## src/rscd_pkg.sv

```systemverilog
package rscd_pkg;

    // ********************************************************
    // Three-level strap codes
    // ********************************************************
    localparam logic [1:0] RSCD_LVL_LOW  = 2'h0;
    localparam logic [1:0] RSCD_LVL_MID  = 2'h1;
    localparam logic [1:0] RSCD_LVL_HIGH = 2'h2;
    localparam logic [1:0] RSCD_LVL_RSV  = 2'h3;

    // ********************************************************
    // Decoded setting encodings
    // ********************************************************
    localparam logic [1:0] RSCD_DE_0DB      = 2'h0;
    localparam logic [1:0] RSCD_DE_M2DB     = 2'h1;
    localparam logic [1:0] RSCD_EQ_ADAPTIVE = 2'h0;
    localparam logic [1:0] RSCD_EQ_FIX_7P5  = 2'h1;
    localparam logic [1:0] RSCD_EQ_FIX_14   = 2'h2;
    localparam logic       RSCD_TERM_AUTO   = 1'h0;
    localparam logic       RSCD_TERM_NONE   = 1'h1;

    // ********************************************************
    // Values after reset and power-down
    // ********************************************************
    localparam logic [1:0] RSCD_DE_RESET   = RSCD_DE_0DB;
    localparam logic [1:0] RSCD_EQ_RESET   = RSCD_EQ_ADAPTIVE;
    localparam logic [1:0] RSCD_LVL_RESET  = RSCD_LVL_MID;
    localparam logic       RSCD_TERM_RESET = RSCD_TERM_AUTO;

    // ********************************************************
    // Synchroniser layout
    // ********************************************************
    localparam int RSCD_NUM_STRAPS = 4;
    localparam int RSCD_SYNC_BITS  = 5 + 2 * RSCD_NUM_STRAPS;
    localparam int RSCD_IX_OE      = 0;
    localparam int RSCD_IX_SIGEN   = 1;
    localparam int RSCD_IX_MODE    = 2;
    localparam int RSCD_IX_ADDRHI  = 3;
    localparam int RSCD_IX_CLKOK   = 4;
    localparam int RSCD_IX_STRAP   = 5;
    localparam int RSCD_ST_DEEMPH  = 0;
    localparam int RSCD_ST_EQ      = 1;
    localparam int RSCD_ST_TERM    = 2;
    localparam int RSCD_ST_SWAP    = 3;

    typedef enum {RSCD_OFF, RSCD_SAMPLE, RSCD_RUN} rscd_state_e;

endpackage

```

## src/rscd_tri_level.sv

```systemverilog
`timescale 1ns/1ns
module rscd_tri_level
    import rscd_pkg::*;
(
    input  wire logic       above_low,
    input  wire logic       above_high,
    output logic      [1:0] level_code
);

    // Two comparator bits to one level code; high-but-not-low decodes to reserved
    always_comb begin
        case ({above_high, above_low})
            2'b00:   level_code = RSCD_LVL_LOW;
            2'b01:   level_code = RSCD_LVL_MID;
            2'b11:   level_code = RSCD_LVL_HIGH;
            default: level_code = RSCD_LVL_RSV;
        endcase
    end

endmodule

```

## src/rscd_strap_decoder.sv

```systemverilog
`timescale 1ns/1ns
module rscd_strap_decoder
    import rscd_pkg::*;
(
    input  wire logic       clk,
    input  wire logic       reset,
    input  wire logic       operation_enable_pin,
    input  wire logic       signal_detect_enable,
    input  wire logic       control_mode_select,
    input  wire logic       addr_high_bit_pin,
    input  wire logic       input_clock_valid,
    input  wire logic       deemphasis_strap_above_low,
    input  wire logic       deemphasis_strap_above_high,
    input  wire logic       equalizer_strap_addr_low_above_low,
    input  wire logic       equalizer_strap_addr_low_above_high,
    input  wire logic       output_termination_strap_above_low,
    input  wire logic       output_termination_strap_above_high,
    input  wire logic       lane_swap_polarity_strap_above_low,
    input  wire logic       lane_swap_polarity_strap_above_high,
    input  wire logic [1:0] bus_deemphasis_cfg,
    input  wire logic [1:0] bus_equalizer_cfg,
    input  wire logic       rate_above_2g,
    input  wire logic       retimer_mode,
    output logic            power_down,
    output logic            config_reset_pulse,
    output logic            standby,
    output logic            signal_detect_active,
    output logic            input_term_connected,
    output logic            bus_control_mode,
    output logic      [1:0] deemphasis_sel,
    output logic      [1:0] equalizer_sel,
    output logic            tx_term_enable,
    output logic            tx_term_mode,
    output logic            rx_lane_swap,
    output logic            rx_polarity_swap,
    output logic            bus_addr_bit1,
    output logic            bus_addr_bit2
);

    // ********************************************************
    // Pin synchronisers
    // ********************************************************
    logic [RSCD_SYNC_BITS-1:0] pin_raw;
    logic [RSCD_SYNC_BITS-1:0] pin_meta_reg;
    logic [RSCD_SYNC_BITS-1:0] pin_sync_reg;
    logic [1:0]                strap_code [RSCD_NUM_STRAPS];

    assign pin_raw = {lane_swap_polarity_strap_above_high, lane_swap_polarity_strap_above_low,
                      output_termination_strap_above_high, output_termination_strap_above_low,
                      equalizer_strap_addr_low_above_high, equalizer_strap_addr_low_above_low,
                      deemphasis_strap_above_high, deemphasis_strap_above_low,
                      input_clock_valid, addr_high_bit_pin, control_mode_select,
                      signal_detect_enable, operation_enable_pin};

    // Two stages; reset to zero so the enable reads low until seen high
    always_ff @(posedge clk or posedge reset) begin
        if (reset) begin
            pin_meta_reg <= '0;
            pin_sync_reg <= '0;
        end else begin
            pin_meta_reg <= pin_raw;
            pin_sync_reg <= pin_meta_reg;
        end
    end

    // One level decoder per strap, fed only from the second stage
    generate
        for (genvar s = 0; s < RSCD_NUM_STRAPS; s++) begin : g_strap
            rscd_tri_level u_level (
                .above_low  (pin_sync_reg[RSCD_IX_STRAP + 2 * s]),
                .above_high (pin_sync_reg[RSCD_IX_STRAP + 2 * s + 1]),
                .level_code (strap_code[s])
            );
        end
    endgenerate

    logic oe_sync;
    logic signal_detect_enable_sync;
    logic clk_ok_sync;
    assign oe_sync     = pin_sync_reg[RSCD_IX_OE];
    assign signal_detect_enable_sync = pin_sync_reg[RSCD_IX_SIGEN];
    assign clk_ok_sync = pin_sync_reg[RSCD_IX_CLKOK];

    // ********************************************************
    // Power state and strap capture
    // ********************************************************
    rscd_state_e state_reg;
    rscd_state_e state_next;
    logic        cap_mode_reg;
    logic        cap_mode_next;
    logic [1:0]  cap_de_reg;
    logic [1:0]  cap_de_next;
    logic [1:0]  cap_eq_reg;
    logic [1:0]  cap_eq_next;
    logic [1:0]  cap_term_reg;
    logic [1:0]  cap_term_next;
    logic [1:0]  cap_swap_reg;
    logic [1:0]  cap_swap_next;
    logic        cap_a1_reg;
    logic        cap_a1_next;
    logic        cap_a2_reg;
    logic        cap_a2_next;

    // Straps are sampled once per power-up so a noisy pin cannot retune a live link
    always_comb begin
        state_next    = state_reg;
        cap_mode_next = cap_mode_reg;
        cap_de_next   = cap_de_reg;
        cap_eq_next   = cap_eq_reg;
        cap_term_next = cap_term_reg;
        cap_swap_next = cap_swap_reg;
        cap_a1_next   = cap_a1_reg;
        cap_a2_next   = cap_a2_reg;
        case (state_reg)
            RSCD_OFF: begin
                if (oe_sync) begin
                    state_next = RSCD_SAMPLE;
                end
            end
            RSCD_SAMPLE: begin
                state_next    = RSCD_RUN;
                cap_mode_next = pin_sync_reg[RSCD_IX_MODE];
                cap_de_next   = strap_code[RSCD_ST_DEEMPH];
                cap_eq_next   = strap_code[RSCD_ST_EQ];
                cap_term_next = strap_code[RSCD_ST_TERM];
                cap_swap_next = strap_code[RSCD_ST_SWAP];
                cap_a1_next   = pin_sync_reg[RSCD_IX_STRAP + 2 * RSCD_ST_EQ + 1];
                cap_a2_next   = pin_sync_reg[RSCD_IX_ADDRHI];
            end
            RSCD_RUN: begin
                if (!oe_sync) begin
                    state_next = RSCD_OFF;
                end
            end
            default: state_next = RSCD_OFF;
        endcase
        // Falling enable wipes everything captured
        if (!oe_sync) begin
            cap_mode_next = 1'h0;
            cap_de_next   = RSCD_LVL_RESET;
            cap_eq_next   = RSCD_LVL_RESET;
            cap_term_next = RSCD_LVL_RESET;
            cap_swap_next = RSCD_LVL_RESET;
            cap_a1_next   = 1'h0;
            cap_a2_next   = 1'h0;
        end
    end

    always_ff @(posedge clk or posedge reset) begin
        if (reset) begin
            state_reg    <= RSCD_OFF;
            cap_mode_reg <= 1'h0;
            cap_de_reg   <= RSCD_LVL_RESET;
            cap_eq_reg   <= RSCD_LVL_RESET;
            cap_term_reg <= RSCD_LVL_RESET;
            cap_swap_reg <= RSCD_LVL_RESET;
            cap_a1_reg   <= 1'h0;
            cap_a2_reg   <= 1'h0;
        end else begin
            state_reg    <= state_next;
            cap_mode_reg <= cap_mode_next;
            cap_de_reg   <= cap_de_next;
            cap_eq_reg   <= cap_eq_next;
            cap_term_reg <= cap_term_next;
            cap_swap_reg <= cap_swap_next;
            cap_a1_reg   <= cap_a1_next;
            cap_a2_reg   <= cap_a2_next;
        end
    end

    // ********************************************************
    // Decoded settings
    // ********************************************************
    logic       pd_reg,      pd_next;
    logic       crst_reg,    crst_next;
    logic       stby_reg,    stby_next;
    logic       sd_reg,      sd_next;
    logic       iterm_reg,   iterm_next;
    logic       bmode_reg,   bmode_next;
    logic [1:0] de_reg,      de_next;
    logic [1:0] eq_reg,      eq_next;
    logic       tterm_reg,   tterm_next;
    logic       tmode_reg,   tmode_next;
    logic       lswap_reg,   lswap_next;
    logic       pswap_reg,   pswap_next;
    logic       a1_reg,      a1_next;
    logic       a2_reg,      a2_next;
    logic       running;

    assign running = (state_reg == RSCD_RUN);

    always_comb begin
        pd_next    = !running;
        crst_next  = running && !oe_sync;
        sd_next    = running && signal_detect_enable_sync;
        stby_next  = running && signal_detect_enable_sync && !clk_ok_sync;
        iterm_next = !stby_next;
        bmode_next = running && cap_mode_reg;
        a1_next    = running && cap_mode_reg && cap_a1_reg;
        a2_next    = running && cap_mode_reg && cap_a2_reg;
        // Bus values only count in control-bus mode; strap mode ignores them
        if (bmode_next) begin
            de_next = bus_deemphasis_cfg;
            eq_next = bus_equalizer_cfg;
        end else begin
            de_next = (cap_de_reg == RSCD_LVL_LOW) ? RSCD_DE_M2DB : RSCD_DE_0DB;
            case (cap_eq_reg)
                RSCD_LVL_LOW:  eq_next = RSCD_EQ_FIX_7P5;
                RSCD_LVL_HIGH: eq_next = RSCD_EQ_FIX_14;
                default:       eq_next = RSCD_EQ_ADAPTIVE;
            endcase
        end
        // Low is reserved and falls back to automatic, like a floating pin
        tmode_next = (cap_term_reg == RSCD_LVL_HIGH) ? RSCD_TERM_NONE : RSCD_TERM_AUTO;
        tterm_next = running && (tmode_next == RSCD_TERM_AUTO) && rate_above_2g;
        lswap_next = running && (cap_swap_reg == RSCD_LVL_LOW);
        pswap_next = running && (cap_swap_reg == RSCD_LVL_HIGH) && retimer_mode;
    end

    always_ff @(posedge clk or posedge reset) begin
        if (reset) begin
            pd_reg    <= 1'h1;
            crst_reg  <= 1'h0;
            stby_reg  <= 1'h0;
            sd_reg    <= 1'h0;
            iterm_reg <= 1'h1;
            bmode_reg <= 1'h0;
            de_reg    <= RSCD_DE_RESET;
            eq_reg    <= RSCD_EQ_RESET;
            tterm_reg <= 1'h0;
            tmode_reg <= RSCD_TERM_RESET;
            lswap_reg <= 1'h0;
            pswap_reg <= 1'h0;
            a1_reg    <= 1'h0;
            a2_reg    <= 1'h0;
        end else begin
            pd_reg    <= pd_next;
            crst_reg  <= crst_next;
            stby_reg  <= stby_next;
            sd_reg    <= sd_next;
            iterm_reg <= iterm_next;
            bmode_reg <= bmode_next;
            de_reg    <= de_next;
            eq_reg    <= eq_next;
            tterm_reg <= tterm_next;
            tmode_reg <= tmode_next;
            lswap_reg <= lswap_next;
            pswap_reg <= pswap_next;
            a1_reg    <= a1_next;
            a2_reg    <= a2_next;
        end
    end

    // Outputs straight from the flops
    assign power_down           = pd_reg;
    assign config_reset_pulse   = crst_reg;
    assign standby              = stby_reg;
    assign signal_detect_active = sd_reg;
    assign input_term_connected = iterm_reg;
    assign bus_control_mode     = bmode_reg;
    assign deemphasis_sel       = de_reg;
    assign equalizer_sel        = eq_reg;
    assign tx_term_enable       = tterm_reg;
    assign tx_term_mode         = tmode_reg;
    assign rx_lane_swap         = lswap_reg;
    assign rx_polarity_swap     = pswap_reg;
    assign bus_addr_bit1        = a1_reg;
    assign bus_addr_bit2        = a2_reg;

endmodule

```

## config.mk

```make
export PLATFORM = sky130hd
export DESIGN_NAME = rscd_strap_decoder
export DESIGN_NICKNAME = d
export VERILOG_FILES = /design/src/rscd_pkg.sv /design/src/rscd_tri_level.sv /design/src/rscd_strap_decoder.sv
export SDC_FILE = /design/constraint.sdc
export NUM_CORES = 1
export LEC_CHECK = 0
export BUFFER_PORTS_ARGS = -buffer_cell sky130_fd_sc_hd__buf_4
export CORE_MARGIN = 3
export CORE_UTILIZATION = 50
export CTS_BUF_LIST = sky130_fd_sc_hd__clkbuf_4
export DETAILED_ROUTE_END_ITERATION = 16
export MAX_ROUTING_LAYER = met4
export PLACE_DENSITY = 0.85
export REMOVE_ABC_BUFFERS = 1
export SLEW_MARGIN = 5
export SYNTH_ARGS = -nofsm -noshare
export SYNTH_HDL_FRONTEND = slang
export SYNTH_SLANG_ARGS = --single-unit
```

## constraint.sdc

```tcl
create_clock -name clk -period 1.55 [get_ports clk]
set_input_delay 0.31 -clock clk [delete_from_list [all_inputs] [get_ports clk]]
set_output_delay 0.31 -clock clk [all_outputs]
set_load 0.005 [all_outputs]
```

# Word level (Yosys, flattened, before mapping)
# Cells that the tools add are included.
[op_classes]
eq_ne = 17
mux = 26
bitwise = 1
reduce_logical = 24
[op_table]
columns = ["op", "n"]
rows = [
  ["32-bit one-hot mux with 3 select lines", 1],
  ["32-bit two-way mux", 2],
  ["32-bit by 1-bit equality test with 1-bit output, second input constant", 1],
  ["32-bit by 2-bit equality test with 1-bit output, second input constant", 1],
  ["32-bit by 3-bit equality test with 1-bit output, second input constant", 1],
  ["32-bit logical NOT", 1],
  ["2-bit one-hot mux with 3 select lines", 4],
  ["2-bit two-way mux", 10],
  ["2-bit equality test, second input constant", 7],
  ["2-bit logical NOT", 7],
  ["1-bit logical AND", 11],
  ["2-bit by 1-bit equality test with 1-bit output, second input constant", 4],
  ["1-bit two-way mux", 8],
  ["1-bit logical NOT", 4],
  ["2-bit != test, second input constant", 2],
  ["2-bit one-hot mux with 2 select lines", 1],
  ["2-bit by 1-bit != test with 1-bit output, second input constant", 1],
  ["2-bit AND reduction", 1],
  ["1-bit inverter", 1],
]
[word_totals]
reg_bits = 85
inputBits = 21
elab_cells = 92

# Logic depth before layout (Yosys ltp)
[logic_depth]
depth_word = 5
depth_mapped = 4

# Hierarchy
# A second synthesis with hierarchy kept.
[unflattened]
hier_cells = 139
area_unflattened_um2 = 1886.8
[by_module_without_submodules]
columns = ["module", "instances", "cells_per_inst", "area_per_inst_um2", "seq_area_each_um2"]
rows = [
  ["rscd_strap_decoder", 1, 119, 1731.7, 1383.8],
  ["rscd_tri_level", 4, 5, 38.8, 0.0],
]

# Worst setup path before layout
# No wires, ideal clock.
[synth_path]
path_kind = "reg2reg"
from = "register state_reg[0]"
to = "register de_reg[0], in the netlist deemphasis_sel[0]"
setup_ps = 125
arrival_time_ps = 1030
required_time_ps = 1425
setup_slack_ps = 395
stages_incl_launch_ff = 4
path_buffers = 0
path_cell_list = "dfrtp_1 -> and2b_4 -> nand2_2 -> mux2_4"
[synth_between]
elab_chain_cells = 3
[synth_rtl]
columns = ["element", "line_no", "rtl"]
rows = [
  ["start, declared", "rscd_strap_decoder.sv:87", "rscd_state_e state_reg;"],
  ["start signal, assigned", "rscd_strap_decoder.sv:160", "state_reg <= state_next;"],
  ["32-bit by 3-bit equality test with 1-bit output", "rscd_strap_decoder.sv:190", "assign running = (state_reg == RSCD_RUN);"],
  ["1-bit logical AND", "rscd_strap_decoder.sv:198", "bmode_next = running && cap_mode_reg;"],
  ["2-bit two-way mux", "rscd_strap_decoder.sv:202", "if (bmode_next) begin"],
  ["named net de_next[0]", "rscd_strap_decoder.sv:180", "logic [1:0] de_reg, de_next;"],
  ["end signal, assigned", "rscd_strap_decoder.sv:243", "de_reg <= de_next;"],
  ["end, declared", "rscd_strap_decoder.sv:180", ""],
]
# The timed path passes the listed nets, and every way through them passes these cells.
# A chain may end at the register's enable or synchronous reset.

# Final worst setup path
[layout_path]
from = "register state_reg[0]"
to = "register cap_swap_reg[1]"
[layout_between]
elab_chain_cells = 2
[layout_rtl]
columns = ["element", "line_no", "rtl"]
rows = [
  ["32-bit by 1-bit equality test with 1-bit output", "rscd_strap_decoder.sv:114", "case (state_reg)"],
  ["2-bit by 1-bit != test with 1-bit output (no source line)", "-", ""],
  ["end signal, assigned", "rscd_strap_decoder.sv:165", "cap_swap_reg <= cap_swap_next;"],
  ["end, declared", "rscd_strap_decoder.sv:97", "logic [1:0] cap_swap_reg;"],
]
# Every way passes these cells.

==> flow_summary.json <==
{
  "status": "complete, no violations",
  "syn_area_um2": 1780,
  "n_antenna_cell": 0,
  "drt_wl_total_um": 2470,
  "drt_pass1_iterations": 4,
  "syn_area_per_cell_um2": 14.7,
  "stdcell_area_um2": 2170,
  "yosysSeqAreaShare": 0.765,
  "tns_ns": 0,
  "instances_no_fill": 210,
  "tritoncts": "yes",
  "slew_headroom": 0.632,
  "synthFlopType": "dfrtp_1",
  "grt_max_degree": 36,
  "root_buffer": "clkbuf_4",
  "worst_pin_slew_ns": 0.551,
  "grt.total_usage": 0.142,
  "synth_top_area_cell": "dfrtp_1",
  "area_delta_synth_final_pct": 22.3,
  "ys_types": 23,
  "worst_slack_ns": 0.213,
  "synth_cells": 121,
  "post-place-cells": 201,
  "wl_per_cell_um": 11.8,
  "crit_fanout": 8,
  "p_leak_nw": 1.09,
  "yosys_warnings": 0,
  "arrival_ns": 1.61,
  "clock.fmax_mhz": 748,
  "nets": 188,
  "die_h_um": 65.6,
  "die_w_um": 65.6,
  "final_util": 0.641,
  "cts_buffers": 5,
  "dp_hpwl_um": 1850,
  "antenna_found_initial": 0,
  "yosysMostFrequentCell": "dfrtp_1",
  "vias": 986,
  "grt_pass1_vias": 998,
  "r2r_setup_slack_ns": 0.21,
  "dpl_cell_area_um2": 2110,
  "finalPower_mw": 2.72,
  "start_util": 0.524,
  "ys_ff_latch": 54,
  "clk_pin_slew_ns": 0.14,
  "pre_cts_ws_ns": 0.206,
  "h-tree-depth": 2,
  "synth_top_area_frac": 0.676,
  "ir_worst_vdd_v": 0.000734,
  "setup_viol": 0,
  "drtIter0Drc": 26,
  "holdWs_ns": 0.0400,
  "std_cell_rows": 21,
  "async_flop_share": 1.00,
  "critPathKind": "flip-flop to flip-flop",
  "fin_worst_skew_ns": 0.0101,
  "drv_slew": 0,
  "port_buffers": 36,
  "cap_violations": 0,
  "synth_edf_count": 0,
  "period_share": 0.863,
  "fin_crit_ns": 1.34,
  "insertion_delay_ns": 0.36,
  "start_kind": "flip-flop",
  "hold_violations": 0,
  "antenna_left": 0,
  "grt_setup_unrepaired": "false",
  "drive_gt1_frac": 0.341,
  "coreArea_um2": 3390,
  "power_density_nw_per_um2": 1250,
  "holdCritPathClass": "primary input to flip-flop",
  "cts.sinks": 54,
  "crit_path_end_kind": "flip-flop",
  "overflow": 0,
  "vias_per_cell": 4.70,
  "synth_common_cells": "dfrtp_1, nand2_1, nor2_1",
  "place_congestion": 0.786,
  "cts.repair.resized": 0,
  "remaining_drc_errors": 0,
  "clock_path_buffers": 2,
  "required_ns": 1.82,
  "grt_pass1_wl_um": 4390,
  "io_pins": 37,
  "synth_area_leaders": "dfrtp_1, dfstp_2, ha_1",
  "dieArea_um2": 4300
}
## layout by cell type (no fill, tap or decap), types with 3 or more instances in the layout
cell type / n
dfrtp_1: 48
buf_4: 36
nand2_1: 12
nor2_1: 9
dfstp_2: 6
clkbuf_4: 5
inv_1: 4
nor2b_1: 4
nor3b_1: 4
nor3_1: 4
a21boi_1: 4
ha_1: 4
mux2_4: 3
and3_1: 3
## repair_timing
| action | CTS | global route |
|---|---|---|
| hold buffers | 1 | 0 |
| hold endpoints to repair | 16 | 0 |
| setup endpoints to repair | 0 | 0 |
| setup buffers | 0 | 0 |
## cells by family (layout without fill, tap and decap cells)
family / after synthesis / after routing / synth area share
xor+xnor: 2 / 2 / 0.00986
mux: 3 / 3 / 0.0254
flops: 54 / 54 / 0.765
fa+ha+maj: 4 / 4 / 0.0282
buf+inv: 8 / 51 / 0.0197
compound gates: 8 / 8 / 0.0310
simple gates: 42 / 42 / 0.121
## final timing paths
| kind | start | endpoint | cells after the start |
|---|---|---|---|
| min in group asynchronous | reset | pin_meta_reg[0] | 3 |
| max in group asynchronous | reset | input_term_connected | 4 |
| min reg2reg | pin_meta_reg[2] | pin_sync_reg[2] | 0 |
| min | deemphasis_strap_above_low | pin_meta_reg[5] | 1 |
| max | state_reg[0] | cap_swap_reg[1] | 3 |
| max reg2reg | state_reg[0] | cap_swap_reg[1] | 3 |
## critical path, cell delays in order (launching register included)
cell	delay, ns
dfrtp_1	0.42
nor2b_1	0.49
nor2_1	0.09
nor3b_1	0.24
## area by class of cell
cell class                      instances  area, µm²
Sequential cell                        54       1360
Fill cell                             257       1220
Multi-Input combinational cell         59        383
Timing Repair Buffer                   38        300
Tap cell                               46       57.6
Clock buffer                            5       37.5
Inverter                                5       18.8
Clock inverter                          3       16.3
## per-layer routing
metal,up-vias,track usage,part of all wire
met2,34,0.235,0.51
met3,9,0.0462,0.067
met4,0,0.0544,0.017
met1,473,0.161,0.40
met5,-,-,0
li1,470,-,-
## where the power goes
group | internal [mW] | total, mW | switching (mW) | leakage (nW)
clock | 0.169 | 0.564 | 0.395 | 0.0286
combinational | 0.235 | 0.462 | 0.226 | 0.395
sequential | 1.60 | 1.70 | 0.0963 | 0.666
(Power assumes the default switching activity.)
